==> config.mk <==
export PLATFORM = sky130hd
export DESIGN_NAME = lidi_top
export DESIGN_NICKNAME = d
export VERILOG_FILES = /design/src/inc/lidi_pkg.sv /design/src/rtl/lidi_tick.sv /design/src/rtl/lidi_debounce.sv /design/src/rtl/lidi_top.sv
export SDC_FILE = /design/constraint.sdc
export NUM_CORES = 1
export LEC_CHECK = 0
export BUFFER_PORTS_ARGS = -buffer_cell sky130_fd_sc_hd__buf_4
export CORE_ASPECT_RATIO = 0.75
export CORE_UTILIZATION = 50
export CTS_CLUSTER_SIZE = 28
export DETAILED_ROUTE_END_ITERATION = 7
export MAX_ROUTING_LAYER = met4
export PLACE_DENSITY = 0.83
export SKIP_CTS_REPAIR_TIMING = 1
export SLEW_MARGIN = 30
export SYNTH_ARGS = -nofsm -noshare
export SYNTH_HDL_FRONTEND = slang
export SYNTH_HIERARCHICAL = 1
export SYNTH_SLANG_ARGS = --single-unit
==> constraint.sdc <==
create_clock -name clock_i -period 2.8 [get_ports clock_i]
set_clock_uncertainty 0.05 [all_clocks]
set_input_delay 0.14 -clock clock_i [delete_from_list [all_inputs] [get_ports clock_i]]
set_output_delay 0.14 -clock clock_i [all_outputs]
set_load 0.005 [all_outputs]
==> src/inc/lidi_pkg.sv <==
// Constants for the line IO debounce and interrupt collection block.
// Assumes a single 10 MHz clock and a synchronous active-high reset.
//
// Notes on behaviour
// Four IO pins per channel, own direction bit
// Input pin shows debounced state in value field
// Output pin drives last written value bit
// External ringing forces first IO pin output
// Filter flips only after full opposite-level hold
// Period 0..30 ms, 2 ms steps, plus 2.5 ms
// Debounce period field resets to zero
// Input IO change interrupts unless its mask set
// Global hook/ground-key bits, local bits for others
// Status bit set while pending, held until cleared
// Mask suppresses; tone and level always interrupt
// Hook, ground-key, polarity interrupt on any change
// Temperature, ramp, tone, level interrupt on rise
// Parallel-port mode drives interrupt pin when pending
// Serial mode sets affected channel's upstream flag
// Polarity bit: 0 active low, 1 active high
// Reading a status register clears its pending bits
// Global status write clears all status registers
// Hardware reset clears status, outputs go inactive
// Software reset clears only that channel's local status
// Host selects clock before programming other parameters
// Interrupt output inactive once nothing unmasked pending
package lidi_pkg;

  // ****************************************************
  // Sizes
  // ****************************************************
  localparam int NUM_CH = 4; // Channels
  localparam int IO_PER_CH = 4; // IO pins per channel
  localparam int NUM_IO = NUM_CH * IO_PER_CH; // All IO pins
  localparam int DB_CNT_W = 7; // Debounce counter width

  // ****************************************************
  // Timing
  // ****************************************************
  localparam int CLK_PERIOD_NS = 100; // 10 MHz clock
  localparam int TICK_PERIOD_US = 500; // Debounce time base
  localparam int TICK_CYCLES = (TICK_PERIOD_US * 1000) / CLK_PERIOD_NS; // Cycles per tick
  localparam int DB_FIXED_US = 2500; // Fixed filter delay
  localparam int DB_STEP_US = 2000; // Period step size
  localparam int DB_FIXED_TICKS = DB_FIXED_US / TICK_PERIOD_US; // Fixed delay in ticks
  localparam int DB_STEP_TICKS = DB_STEP_US / TICK_PERIOD_US; // Step in ticks

  // ****************************************************
  // Reset values
  // ****************************************************
  localparam logic [3:0] DB_PERIOD_RST = 4'h0; // Shortest debounce
  localparam logic [IO_PER_CH-1:0] IO_DIR_RST = 4'h0; // All pins inputs
  localparam logic [IO_PER_CH-1:0] IO_MASK_RST = 4'hf; // All IO masked
  localparam logic MASK_RST = 1'b1; // Maskable sources masked

  // ****************************************************
  // Local event status bit positions
  // ****************************************************
  localparam int EV_GKP = 0; // Ground-key polarity change
  localparam int EV_OVER_TEMPERATURE_FLAG = 1; // Over temperature rise
  localparam int EV_RAMP = 2; // Ramp done rise
  localparam int EV_TONE = 3; // Tone detect done rise
  localparam int EV_LEVEL = 4; // Level meter done rise
  localparam int EV_W = 5; // Event bits per channel

endpackage

==> src/rtl/lidi_tick.sv <==
// Divider making the debounce time base enable pulse.
// Assumes clock_i is the only clock; tick_o lasts one cycle.
`timescale 1ns/1ps
module lidi_tick
  import lidi_pkg::*;
#(
  parameter int CYCLES = TICK_CYCLES
)
(
  input wire logic clock_i, // System clock
  input wire logic reset_i, // Synchronous reset
  output logic tick_o // One-cycle enable
);

  logic [15:0] cnt_ff; // Cycle counter

  // ****************************************************
  // Count up, pulse at wrap
  // ****************************************************
  always_ff @(posedge clock_i)
  begin
    if (reset_i)
    begin
      cnt_ff <= 16'h0000;
      tick_o <= 1'b0;
    end
    else if (cnt_ff == 16'(CYCLES - 1))
    begin
      cnt_ff <= 16'h0000; // Wrap
      tick_o <= 1'b1;
    end
    else
    begin
      cnt_ff <= cnt_ff + 16'h0001;
      tick_o <= 1'b0;
    end
  end

endmodule

==> src/rtl/lidi_debounce.sv <==
// Debounce filter for one IO input.
// Assumes pin_i is synchronous and tick_i is a one-cycle time base.
`timescale 1ns/1ps
module lidi_debounce
  import lidi_pkg::*;
(
  input wire logic clock_i, // System clock
  input wire logic reset_i, // Synchronous reset
  input wire logic tick_i, // Time base enable
  input wire logic [DB_CNT_W-1:0] target_i, // Hold length in ticks
  input wire logic pin_i, // Raw pin level
  output logic level_o // Filtered level
);

  logic [DB_CNT_W-1:0] cnt_ff; // Ticks spent at opposite level

  // ****************************************************
  // Count opposite-level time, flip when full
  // ****************************************************
  always_ff @(posedge clock_i)
  begin
    if (reset_i)
    begin
      cnt_ff <= '0;
      level_o <= 1'b0;
    end
    else if (pin_i == level_o)
      cnt_ff <= '0; // Any return restarts the hold
    else if (tick_i)
    begin
      if (cnt_ff >= target_i)
      begin
        level_o <= pin_i; // Held for the whole period
        cnt_ff <= '0;
      end
      else
        cnt_ff <= cnt_ff + DB_CNT_W'(1);
    end
  end

  a_db_full_hold: assert property (@(posedge clock_i) disable iff (reset_i)
    $changed(level_o) |-> $past(tick_i) && ($past(cnt_ff) >= $past(target_i)))
    else $error("Filter flipped before hold period elapsed");

endmodule

==> src/rtl/lidi_top.sv <==
// Line IO pins with debounce and chip-wide interrupt collection.
// Assumes synchronous pins, one 10 MHz clock, host reads given as pulses.
`timescale 1ns/1ps
module lidi_top
  import lidi_pkg::*;
#(
  parameter int TICK_LEN = TICK_CYCLES // Cycles per debounce tick
)
(
  input wire logic clock_i, // System clock
  input wire logic reset_i, // Hardware or power-on reset
  input wire logic [NUM_CH-1:0] sw_reset_i, // Per-channel software reset pulse
  input wire logic host_port_mode_i, // 1 parallel port, 0 serial channel
  input wire logic irq_polarity_i, // 1 active high, 0 active low
  input wire logic [NUM_IO-1:0] io_dir_i, // 1 output, 0 input
  input wire logic [NUM_IO-1:0] io_wr_value_i, // Value for output pins
  input wire logic [4*NUM_CH-1:0] io_debounce_period_i, // 4 bits per channel
  input wire logic [NUM_CH-1:0] ext_ring_i, // External ringing selected
  input wire logic [NUM_IO-1:0] io_pin_i, // Pin input level
  output logic [NUM_IO-1:0] io_pin_o, // Pin output level
  output logic [NUM_IO-1:0] io_oe_o, // Pin driven
  output logic [NUM_IO-1:0] io_value_o, // IO value field
  input wire logic [NUM_CH-1:0] hook_state_i, // Hook or ring-trip result
  input wire logic [NUM_CH-1:0] ground_key_state_i, // Ground-key result
  input wire logic [NUM_CH-1:0] ground_key_polarity_i, // Ground-key polarity
  input wire logic [NUM_CH-1:0] over_temperature_flag_i, // Over temperature
  input wire logic [NUM_CH-1:0] ramp_done_i, // Ramp finished
  input wire logic [NUM_CH-1:0] tone_detect_done_flag_i, // Tone detector done
  input wire logic [NUM_CH-1:0] level_meter_done_flag_i, // Level meter done
  input wire logic [NUM_CH-1:0] hook_mask_i, // Mask hook source
  input wire logic [NUM_CH-1:0] ground_key_mask_i, // Mask ground-key
  input wire logic [NUM_CH-1:0] ground_key_polarity_mask_i, // Mask polarity
  input wire logic [NUM_CH-1:0] over_temperature_mask_i, // Mask temperature
  input wire logic [NUM_CH-1:0] ramp_mask_i, // Mask ramp
  input wire logic [NUM_IO-1:0] io_mask_i, // Mask per IO bit
  input wire logic global_status_rd_i, // Read of global status
  input wire logic global_status_wr_i, // Write of global status
  input wire logic [NUM_CH-1:0] io_status_rd_i, // Read of local IO status
  input wire logic [NUM_CH-1:0] event_status_rd_i, // Read of local event status
  output logic [2*NUM_CH-1:0] global_irq_status_o, // {ground-key, hook} pending
  output logic [NUM_IO-1:0] local_io_status_o, // IO change pending
  output logic [EV_W*NUM_CH-1:0] local_event_status_o, // Event pending
  output logic irq_o, // Interrupt pin
  output logic [1:0] upstream_irq_first_o, // Flags of channels 0 and 2
  output logic [1:0] upstream_irq_second_o // Flags of channels 1 and 3
);

  // ****************************************************
  // Declarations
  // ****************************************************
  logic tick; // Debounce time base
  logic [NUM_IO-1:0] dir_ff; // Captured direction
  logic [NUM_IO-1:0] io_mask_ff; // Captured IO masks
  logic [4*NUM_CH-1:0] db_period_ff; // Captured debounce periods
  logic [NUM_CH-1:0] src_mask_ff [5]; // Hook, ground-key, polarity, temp, ramp masks
  logic [NUM_IO-1:0] force_out; // Pins forced to output
  logic [NUM_IO-1:0] db_level; // Filtered pin levels
  logic [NUM_IO-1:0] db_level_ff; // Previous filtered levels
  logic [NUM_CH-1:0] hook_ff; // Previous hook state
  logic [NUM_CH-1:0] gk_ff; // Previous ground-key state
  logic [NUM_CH-1:0] gkp_ff; // Previous polarity
  logic [NUM_CH-1:0] over_temperature_flag_ff; // Previous temperature flag
  logic [NUM_CH-1:0] ramp_ff; // Previous ramp flag
  logic [NUM_CH-1:0] tone_ff; // Previous tone flag
  logic [NUM_CH-1:0] level_ff; // Previous level meter flag
  logic [NUM_CH-1:0] hook_set; // Hook change events
  logic [NUM_CH-1:0] gk_set; // Ground-key change events
  logic [NUM_IO-1:0] io_set; // IO change events
  logic [EV_W*NUM_CH-1:0] ev_set; // Local event sets
  logic [NUM_CH-1:0] chan_irq; // Unmasked pending per channel
  logic any_irq; // Anything unmasked pending

  // ****************************************************
  // Time base
  // ****************************************************
  lidi_tick #(
    .CYCLES(TICK_LEN)
  ) u_tick (
    .clock_i(clock_i),
    .reset_i(reset_i),
    .tick_o(tick)
  );

  // ****************************************************
  // Configuration capture with reset values
  // ****************************************************
  // Per channel: software reset returns pins to inputs and masks set
  genvar c;
  generate
    for (c = 0; c < NUM_CH; c++)
    begin : g_cfg
      always_ff @(posedge clock_i)
      begin
        if (reset_i || sw_reset_i[c])
        begin
          dir_ff[IO_PER_CH*c +: IO_PER_CH] <= IO_DIR_RST;
          io_mask_ff[IO_PER_CH*c +: IO_PER_CH] <= IO_MASK_RST;
          db_period_ff[4*c +: 4] <= DB_PERIOD_RST;
          src_mask_ff[0][c] <= MASK_RST;
          src_mask_ff[1][c] <= MASK_RST;
          src_mask_ff[2][c] <= MASK_RST;
          src_mask_ff[3][c] <= MASK_RST;
          src_mask_ff[4][c] <= MASK_RST;
        end
        else
        begin
          dir_ff[IO_PER_CH*c +: IO_PER_CH] <= io_dir_i[IO_PER_CH*c +: IO_PER_CH];
          io_mask_ff[IO_PER_CH*c +: IO_PER_CH] <= io_mask_i[IO_PER_CH*c +: IO_PER_CH];
          db_period_ff[4*c +: 4] <= io_debounce_period_i[4*c +: 4];
          src_mask_ff[0][c] <= hook_mask_i[c];
          src_mask_ff[1][c] <= ground_key_mask_i[c];
          src_mask_ff[2][c] <= ground_key_polarity_mask_i[c];
          src_mask_ff[3][c] <= over_temperature_mask_i[c];
          src_mask_ff[4][c] <= ramp_mask_i[c];
        end
      end
    end
  endgenerate

  // ****************************************************
  // Per-pin debounce, drive and interrupt source
  // ****************************************************
  genvar p;
  generate
    for (p = 0; p < NUM_IO; p++)
    begin : g_pin
      localparam int CH = p / IO_PER_CH; // Owning channel
      logic [DB_CNT_W-1:0] target; // Hold length in ticks

      // First relay pin of a channel follows external ringing
      assign force_out[p] = ((p % IO_PER_CH) == 0) ? ext_ring_i[CH] : 1'b0;

      // Fixed delay plus programmed steps
      assign target = DB_CNT_W'(DB_FIXED_TICKS) +
                      DB_CNT_W'(DB_STEP_TICKS * int'(db_period_ff[4*CH +: 4]));

      lidi_debounce u_db (
        .clock_i(clock_i),
        .reset_i(reset_i),
        .tick_i(tick),
        .target_i(target),
        .pin_i(io_pin_i[p]),
        .level_o(db_level[p])
      );

      // Change of the filtered bit on an input pin
      assign io_set[p] = (db_level[p] != db_level_ff[p]) && !dir_ff[p] && !force_out[p];
    end
  endgenerate

  // ****************************************************
  // Pin outputs and value field
  // ****************************************************
  always_ff @(posedge clock_i)
  begin
    if (reset_i)
    begin
      io_oe_o <= '0;
      io_pin_o <= '0;
      io_value_o <= '0;
    end
    else
    begin
      io_oe_o <= dir_ff | force_out;
      io_pin_o <= force_out | (io_wr_value_i & ~force_out);
      io_value_o <= (dir_ff & io_wr_value_i) | (~dir_ff & db_level);
    end
  end

  // ****************************************************
  // Previous source levels for change detection
  // ****************************************************
  always_ff @(posedge clock_i)
  begin
    if (reset_i)
    begin
      db_level_ff <= '0;
      hook_ff <= '0;
      gk_ff <= '0;
      gkp_ff <= '0;
      over_temperature_flag_ff <= '0;
      ramp_ff <= '0;
      tone_ff <= '0;
      level_ff <= '0;
    end
    else
    begin
      db_level_ff <= db_level;
      hook_ff <= hook_state_i;
      gk_ff <= ground_key_state_i;
      gkp_ff <= ground_key_polarity_i;
      over_temperature_flag_ff <= over_temperature_flag_i;
      ramp_ff <= ramp_done_i;
      tone_ff <= tone_detect_done_flag_i;
      level_ff <= level_meter_done_flag_i;
    end
  end

  // Both-direction sources
  assign hook_set = hook_ff ^ hook_state_i;
  assign gk_set = gk_ff ^ ground_key_state_i;

  // Local event sets per channel
  generate
    for (c = 0; c < NUM_CH; c++)
    begin : g_ev
      assign ev_set[EV_W*c+EV_GKP] = gkp_ff[c] ^ ground_key_polarity_i[c];
      assign ev_set[EV_W*c+EV_OVER_TEMPERATURE_FLAG] = !over_temperature_flag_ff[c] && over_temperature_flag_i[c];
      assign ev_set[EV_W*c+EV_RAMP] = !ramp_ff[c] && ramp_done_i[c];
      assign ev_set[EV_W*c+EV_TONE] = !tone_ff[c] && tone_detect_done_flag_i[c];
      assign ev_set[EV_W*c+EV_LEVEL] = !level_ff[c] && level_meter_done_flag_i[c];
    end
  endgenerate

  // ****************************************************
  // Global status: hook and ground-key per channel
  // ****************************************************
  // Set wins over read or write clear in the same cycle
  always_ff @(posedge clock_i)
  begin
    if (reset_i)
      global_irq_status_o <= '0;
    else if (global_status_rd_i || global_status_wr_i)
      global_irq_status_o <= {gk_set, hook_set};
    else
      global_irq_status_o <= global_irq_status_o | {gk_set, hook_set};
  end

  // ****************************************************
  // Local status per channel
  // ****************************************************
  generate
    for (c = 0; c < NUM_CH; c++)
    begin : g_loc
      // IO change pending bits
      always_ff @(posedge clock_i)
      begin
        if (reset_i)
          local_io_status_o[IO_PER_CH*c +: IO_PER_CH] <= '0;
        else if (sw_reset_i[c] || io_status_rd_i[c] || global_status_wr_i)
          local_io_status_o[IO_PER_CH*c +: IO_PER_CH] <= io_set[IO_PER_CH*c +: IO_PER_CH];
        else
          local_io_status_o[IO_PER_CH*c +: IO_PER_CH] <=
            local_io_status_o[IO_PER_CH*c +: IO_PER_CH] | io_set[IO_PER_CH*c +: IO_PER_CH];
      end

      // Event pending bits
      always_ff @(posedge clock_i)
      begin
        if (reset_i)
          local_event_status_o[EV_W*c +: EV_W] <= '0;
        else if (sw_reset_i[c] || event_status_rd_i[c] || global_status_wr_i)
          local_event_status_o[EV_W*c +: EV_W] <= ev_set[EV_W*c +: EV_W];
        else
          local_event_status_o[EV_W*c +: EV_W] <=
            local_event_status_o[EV_W*c +: EV_W] | ev_set[EV_W*c +: EV_W];
      end

      // Unmasked pending for this channel; tone and level have no mask
      assign chan_irq[c] =
        (global_irq_status_o[c] && !src_mask_ff[0][c]) ||
        (global_irq_status_o[NUM_CH+c] && !src_mask_ff[1][c]) ||
        (local_event_status_o[EV_W*c+EV_GKP] && !src_mask_ff[2][c]) ||
        (local_event_status_o[EV_W*c+EV_OVER_TEMPERATURE_FLAG] && !src_mask_ff[3][c]) ||
        (local_event_status_o[EV_W*c+EV_RAMP] && !src_mask_ff[4][c]) ||
        local_event_status_o[EV_W*c+EV_TONE] ||
        local_event_status_o[EV_W*c+EV_LEVEL] ||
        (|(local_io_status_o[IO_PER_CH*c +: IO_PER_CH] & ~io_mask_ff[IO_PER_CH*c +: IO_PER_CH]));

      // Pin behaviour checks for the first two pins of this channel, then software reset scope
      a_ring_force: assert property (@(posedge clock_i) disable iff (reset_i)
        ext_ring_i[c] |=> io_oe_o[IO_PER_CH*c] && io_pin_o[IO_PER_CH*c])
        else $error("Ring relay pin not forced to drive");

      a_out_value: assert property (@(posedge clock_i) disable iff (reset_i)
        dir_ff[IO_PER_CH*c+1] |=> io_oe_o[IO_PER_CH*c+1] &&
          (io_pin_o[IO_PER_CH*c+1] == $past(io_wr_value_i[IO_PER_CH*c+1])))
        else $error("Output pin does not carry written value");

      a_sw_reset_scope: assert property (@(posedge clock_i) disable iff (reset_i)
        sw_reset_i[c] && !global_status_rd_i && !global_status_wr_i && !(|ev_set[EV_W*c +: EV_W])
          |=> (local_event_status_o[EV_W*c +: EV_W] == '0) &&
              ((global_irq_status_o & $past(global_irq_status_o)) == $past(global_irq_status_o)))
        else $error("Software reset scope wrong");
    end
  endgenerate

  assign any_irq = |chan_irq;

  // ****************************************************
  // Interrupt outputs
  // ****************************************************
  // Active level follows polarity; the unused path stays inactive
  always_ff @(posedge clock_i)
  begin
    if (reset_i)
    begin
      irq_o <= ~irq_polarity_i; // Inactive
      upstream_irq_first_o <= {2{~irq_polarity_i}};
      upstream_irq_second_o <= {2{~irq_polarity_i}};
    end
    else if (host_port_mode_i)
    begin
      irq_o <= any_irq ~^ irq_polarity_i;
      upstream_irq_first_o <= {2{~irq_polarity_i}};
      upstream_irq_second_o <= {2{~irq_polarity_i}};
    end
    else
    begin
      irq_o <= ~irq_polarity_i;
      upstream_irq_first_o <= {chan_irq[2], chan_irq[0]} ~^ {2{irq_polarity_i}};
      upstream_irq_second_o <= {chan_irq[3], chan_irq[1]} ~^ {2{irq_polarity_i}};
    end
  end

  // ****************************************************
  // Checks
  // ****************************************************
  a_io_change_pend: assert property (@(posedge clock_i) disable iff (reset_i)
    io_set[2] |=> local_io_status_o[2])
    else $error("IO change did not set pending bit");

  a_rise_only: assert property (@(posedge clock_i) disable iff (reset_i)
    $rose(local_event_status_o[EV_W+EV_OVER_TEMPERATURE_FLAG]) |-> $past(ev_set[EV_W+EV_OVER_TEMPERATURE_FLAG]))
    else $error("Temperature pending without rising edge");

  a_read_clear: assert property (@(posedge clock_i) disable iff (reset_i)
    global_status_rd_i && !(|hook_set) && !(|gk_set) |=> global_irq_status_o == '0)
    else $error("Global read did not clear status");

  a_write_clear_all: assert property (@(posedge clock_i) disable iff (reset_i)
    global_status_wr_i && !(|io_set) && !(|ev_set) && !(|hook_set) && !(|gk_set)
      |=> (local_io_status_o == '0) && (local_event_status_o == '0) && (global_irq_status_o == '0))
    else $error("Clear-all write left status set");

  a_irq_active: assert property (@(posedge clock_i) disable iff (reset_i)
    host_port_mode_i && any_irq |=> irq_o == $past(irq_polarity_i))
    else $error("Interrupt pin not active with pending source");

  a_irq_release: assert property (@(posedge clock_i) disable iff (reset_i)
    host_port_mode_i && !any_irq |=> irq_o == !$past(irq_polarity_i))
    else $error("Interrupt pin stuck active");

  a_unmaskable_tone: assert property (@(posedge clock_i) disable iff (reset_i)
    local_event_status_o[EV_W*2+EV_TONE] && !host_port_mode_i |=> upstream_irq_first_o[1] == $past(irq_polarity_i))
    else $error("Tone done failed to interrupt");

  a_reset_idle: assert property (@(posedge clock_i)
    reset_i && irq_polarity_i |=> !irq_o && (global_irq_status_o == '0) && (local_event_status_o == '0))
    else $error("Reset left interrupt state active");

endmodule

==> impl_metrics.yaml <==
clock_tree:
  clkLatencyLatePin_ps: 520
  ctsRootBufferMaster: "clkbuf_16"
  cts_buffers: 36
  clkTransAtPathRegs_ps: 70
  cts_sinks: 354
  htree_levels: 2
  cts_tree: "built"
  clock_tree.buffer_depth: 3
worst_hold_path:
  min_path_type: "input port to flop"
  min-delay-start: "sw_reset_i[1]"
  hold_end: "local_event_status_o[5]"
  hold_depth: 4
worst_setup_path:
  crit_path_start_kind: "flop"
  r2r-start: "local_io_status_o[8]"
  regToRegSetupSlack_ps: 210
  path_cells: "nor2b_1 -> a2111oi_0 -> nand3_1 -> o41ai_2 -> xor2_1 -> dlygate4sd3_1"
  ff2ff_path_depth: 6
  worstPathArrival_ps: 3000
  cp-end-kind: "flop"
  max_stage_delay_ps: 690
  crit_fanout: 3
  path_class: "flop to flop"
  rr_endpoint: "irq_o"
  worst_path_max_delay_cell: "a2111oi_0"
  crit_required_ps: 3210
synth:
  yosysWarnings: 6
  syn-instance-count: 1710
  synth.most_common_cell: "dfxtp_1"
  yosysTopAreaCellShare_pct: 42.7
  syn_area_sq_um: 16600
  synth_flop_cell: "dfxtp_1"
  synth_seq_cells: 354
  synth_seq_area_share_pct: 42.7
  synth_top_area_cell: "dfxtp_1"
  synth_area_leaders: "dfxtp_1, ha_1, nor2_1"
  synthTopCellsByCount: "dfxtp_1, nor2_1, inv_1, ha_1, xnor2_1"
  synth_edf_count: 0
  async_reset_ff_share_pct: 0
  synth_cell_types: 48
  postSynthAreaPerCell_sq_um: 9.71
placement:
  io_buffer_count: 246
  placed_cells: 2396
  routabilityCongestion: 0.856
  dpl_cell_area_sq_um: 19000
  hpwl_um: 27700
timing:
  fin_crit_sh_pct: 92.4
  final.min_clock_period_ps: 2590
  rsz0062_at_grt: "no"
  drv_slew: 0
  relSlewSlack_pct: 28.0
  setup_viol: 0
  fmax_mhz: 387
  tns_ps: 0
  worstMarginPinSlew_ps: 1070
  hold_violations: 0
routing:
  wl_um: 43500
  ant_nets: 0
  drc: 0
  wl_met2_um: 21800
  initialDrtViolationCount: 837
  dr_wl_met3_um: 2020
  top_layer: "met4"
  drtPass1Iterations: 5
  routed-via-count: 13354
  wl_per_cell_um: 16.5
  met1_length_um: 17900
  vias_per_cell: 5.06
cells_and_area:
  area_growth_pct: 32.3
  stdcell_count: 2639
  fin_nets: 2454
  drive_gt1_share_pct: 19.7
  fin_area_sq_um: 22000
pwr:
  power_density_nw_per_um2: 503
  p_leak_nw: 9.57
  power_frac_comb_pct: 9.1
  p_sw_w: 0.00257
  pwr-share-seq_pct: 47.5
  vdd_drop_max_mv: 0.442
  p_sw_share_pct: 23.3
  clkPwrFrac_pct: 43.5
  intPower_w: 0.00847
global_routing:
  overflow: 0
  grt_max_degree: 87
  antenna_found_initial: 2
  grt_pass1_vias: 12371
  grt_pass1_wl_um: 60500
  track_usage_pct: 22.6
die:
  rows: 57
  initial_core_util_pct: 51.0
  fp.dieArea_sq_um: 33900
  fp.dieW_um: 212
  io-pin-count: 247
  core_area_sq_um: 32500
  die_y_um: 160
outcome:
  outcome: "complete, no violations"
run:
  maxCapViolCount: 0
==> worst max-delay path, delay by kind of cell, from the launching register on <==
family | cells | cell delay [ps]
AO/OA/AOI/OAI | 2 | 970
XOR/XNOR | 1 | 170
buffers and inverters | 1 | 560
flip-flops | 1 | 350
AND/OR/NAND/NOR | 2 | 430
==> kinds of logic after synthesis <==
kind of cell    share of synthesized area (%)
simple gates                             20.4
xor+xnor                                 8.81
compound gates                           10.4
other cells                            0.0452
buf+inv                                  4.75
fa+ha+maj                                10.0
flops                                    42.7
mux                                      2.89
==> layer usage <==
metal,GRT usage [%],vias to the layer above
met5,-,-
met4,9.32,0
met3,4.41,123
met2,37.2,374
met1,27.0,6324
li1,-,6533
==> area by class of cell <==
| type | count | area (sq um) |
|---|---|---|
| Clock inverter | 14 | 115 |
| Sequential cell | 354 | 7090 |
| Multi-Input combinational cell | 1196 | 8840 |
| Fill cell | 2318 | 10600 |
| Timing Repair Buffer | 435 | 3750 |
| Tap cell | 442 | 553 |
| Inverter | 148 | 556 |
| Antenna cell | 3 | 7.51 |
| Clock buffer | 47 | 1050 |
==> placed cells by master (no fill, tap or decap), drive strengths merged, types with 36 or more instances in the layout <==
cell	count
a21oi	40
buf	256
clkbuf	47
dfxtp	354
dlygate4sd3	179
ha	133
inv	148
mux2i	48
nand2	71
nand2b	49
nand4	36
nor2	258
nor2b	93
or3	36
xnor2	93
xor2	74
==> registers in the layout, summed over array words and instances, names as in the netlist, 8 cells and up <==
register	count
u_tick/cnt_ff	16
io_oe_o	16
src_mask_ff	20
global_irq_status_o	8
dir_ff	16
local_io_status_o	16
io_value_o	16
local_event_status_o	20
db_period_ff	16
io_pin_o	16
g_pin.u_db/level_o	16
g_pin.u_db/cnt_ff	112
io_mask_ff	16
db_level_ff	16
==> power groups by stage <==
| stage | Clock, W | Combinational (W) | Sequential, W |
|---|---|---|---|
| finish | 0.00480 | 0.00100 | 0.00524 |
| global route | 0.00510 | 0.00109 | 0.00525 |
| detailed placement | 0 | 0.000769 | 0.00535 |
| CTS | 0.00487 | 0.000775 | 0.00523 |
| floorplan | 0 | 0.000380 | 0.00534 |
| global placement | 0 | 0.000742 | 0.00534 |
==> how the worst max path moves through the flow <==
| stage | start | slack (ps) | cells after the start | to |
|---|---|---|---|---|
| 6_report | local_io_status_o[8] | 210 | 6 | irq_o |
| 3_3_place_gp | db_period_ff[12] | 740 | 8 | g_pin[12].u_db/cnt_ff[6] |
| 4_1_cts | db_period_ff[0] | 620 | 8 | g_pin[1].u_db/cnt_ff[4] |
| 3_5_place_dp | db_period_ff[12] | 660 | 8 | g_pin[15].u_db/cnt_ff[2] |
| 2_1_floorplan | db_period_ff[4] | 940 | 8 | g_pin[7].u_db/level_o |
| 5_1_grt | local_io_status_o[8] | 110 | 6 | irq_o |
==> through the flow <==
stage	util, %	total power (W)	hold WS, ps	setup slack, ps
2_1_floorplan	-	0.00572	162	940
3_5_place_dp	58.4	0.00611	273	659
5_1_grt	67.5	0.0114	44.1	114
3_3_place_gp	58.4	0.00608	272	739
4_1_cts	62.0	0.0109	-276	622
6_report	67.6	0.0110	19.6	214
Power figures use the tool's default switching activity.
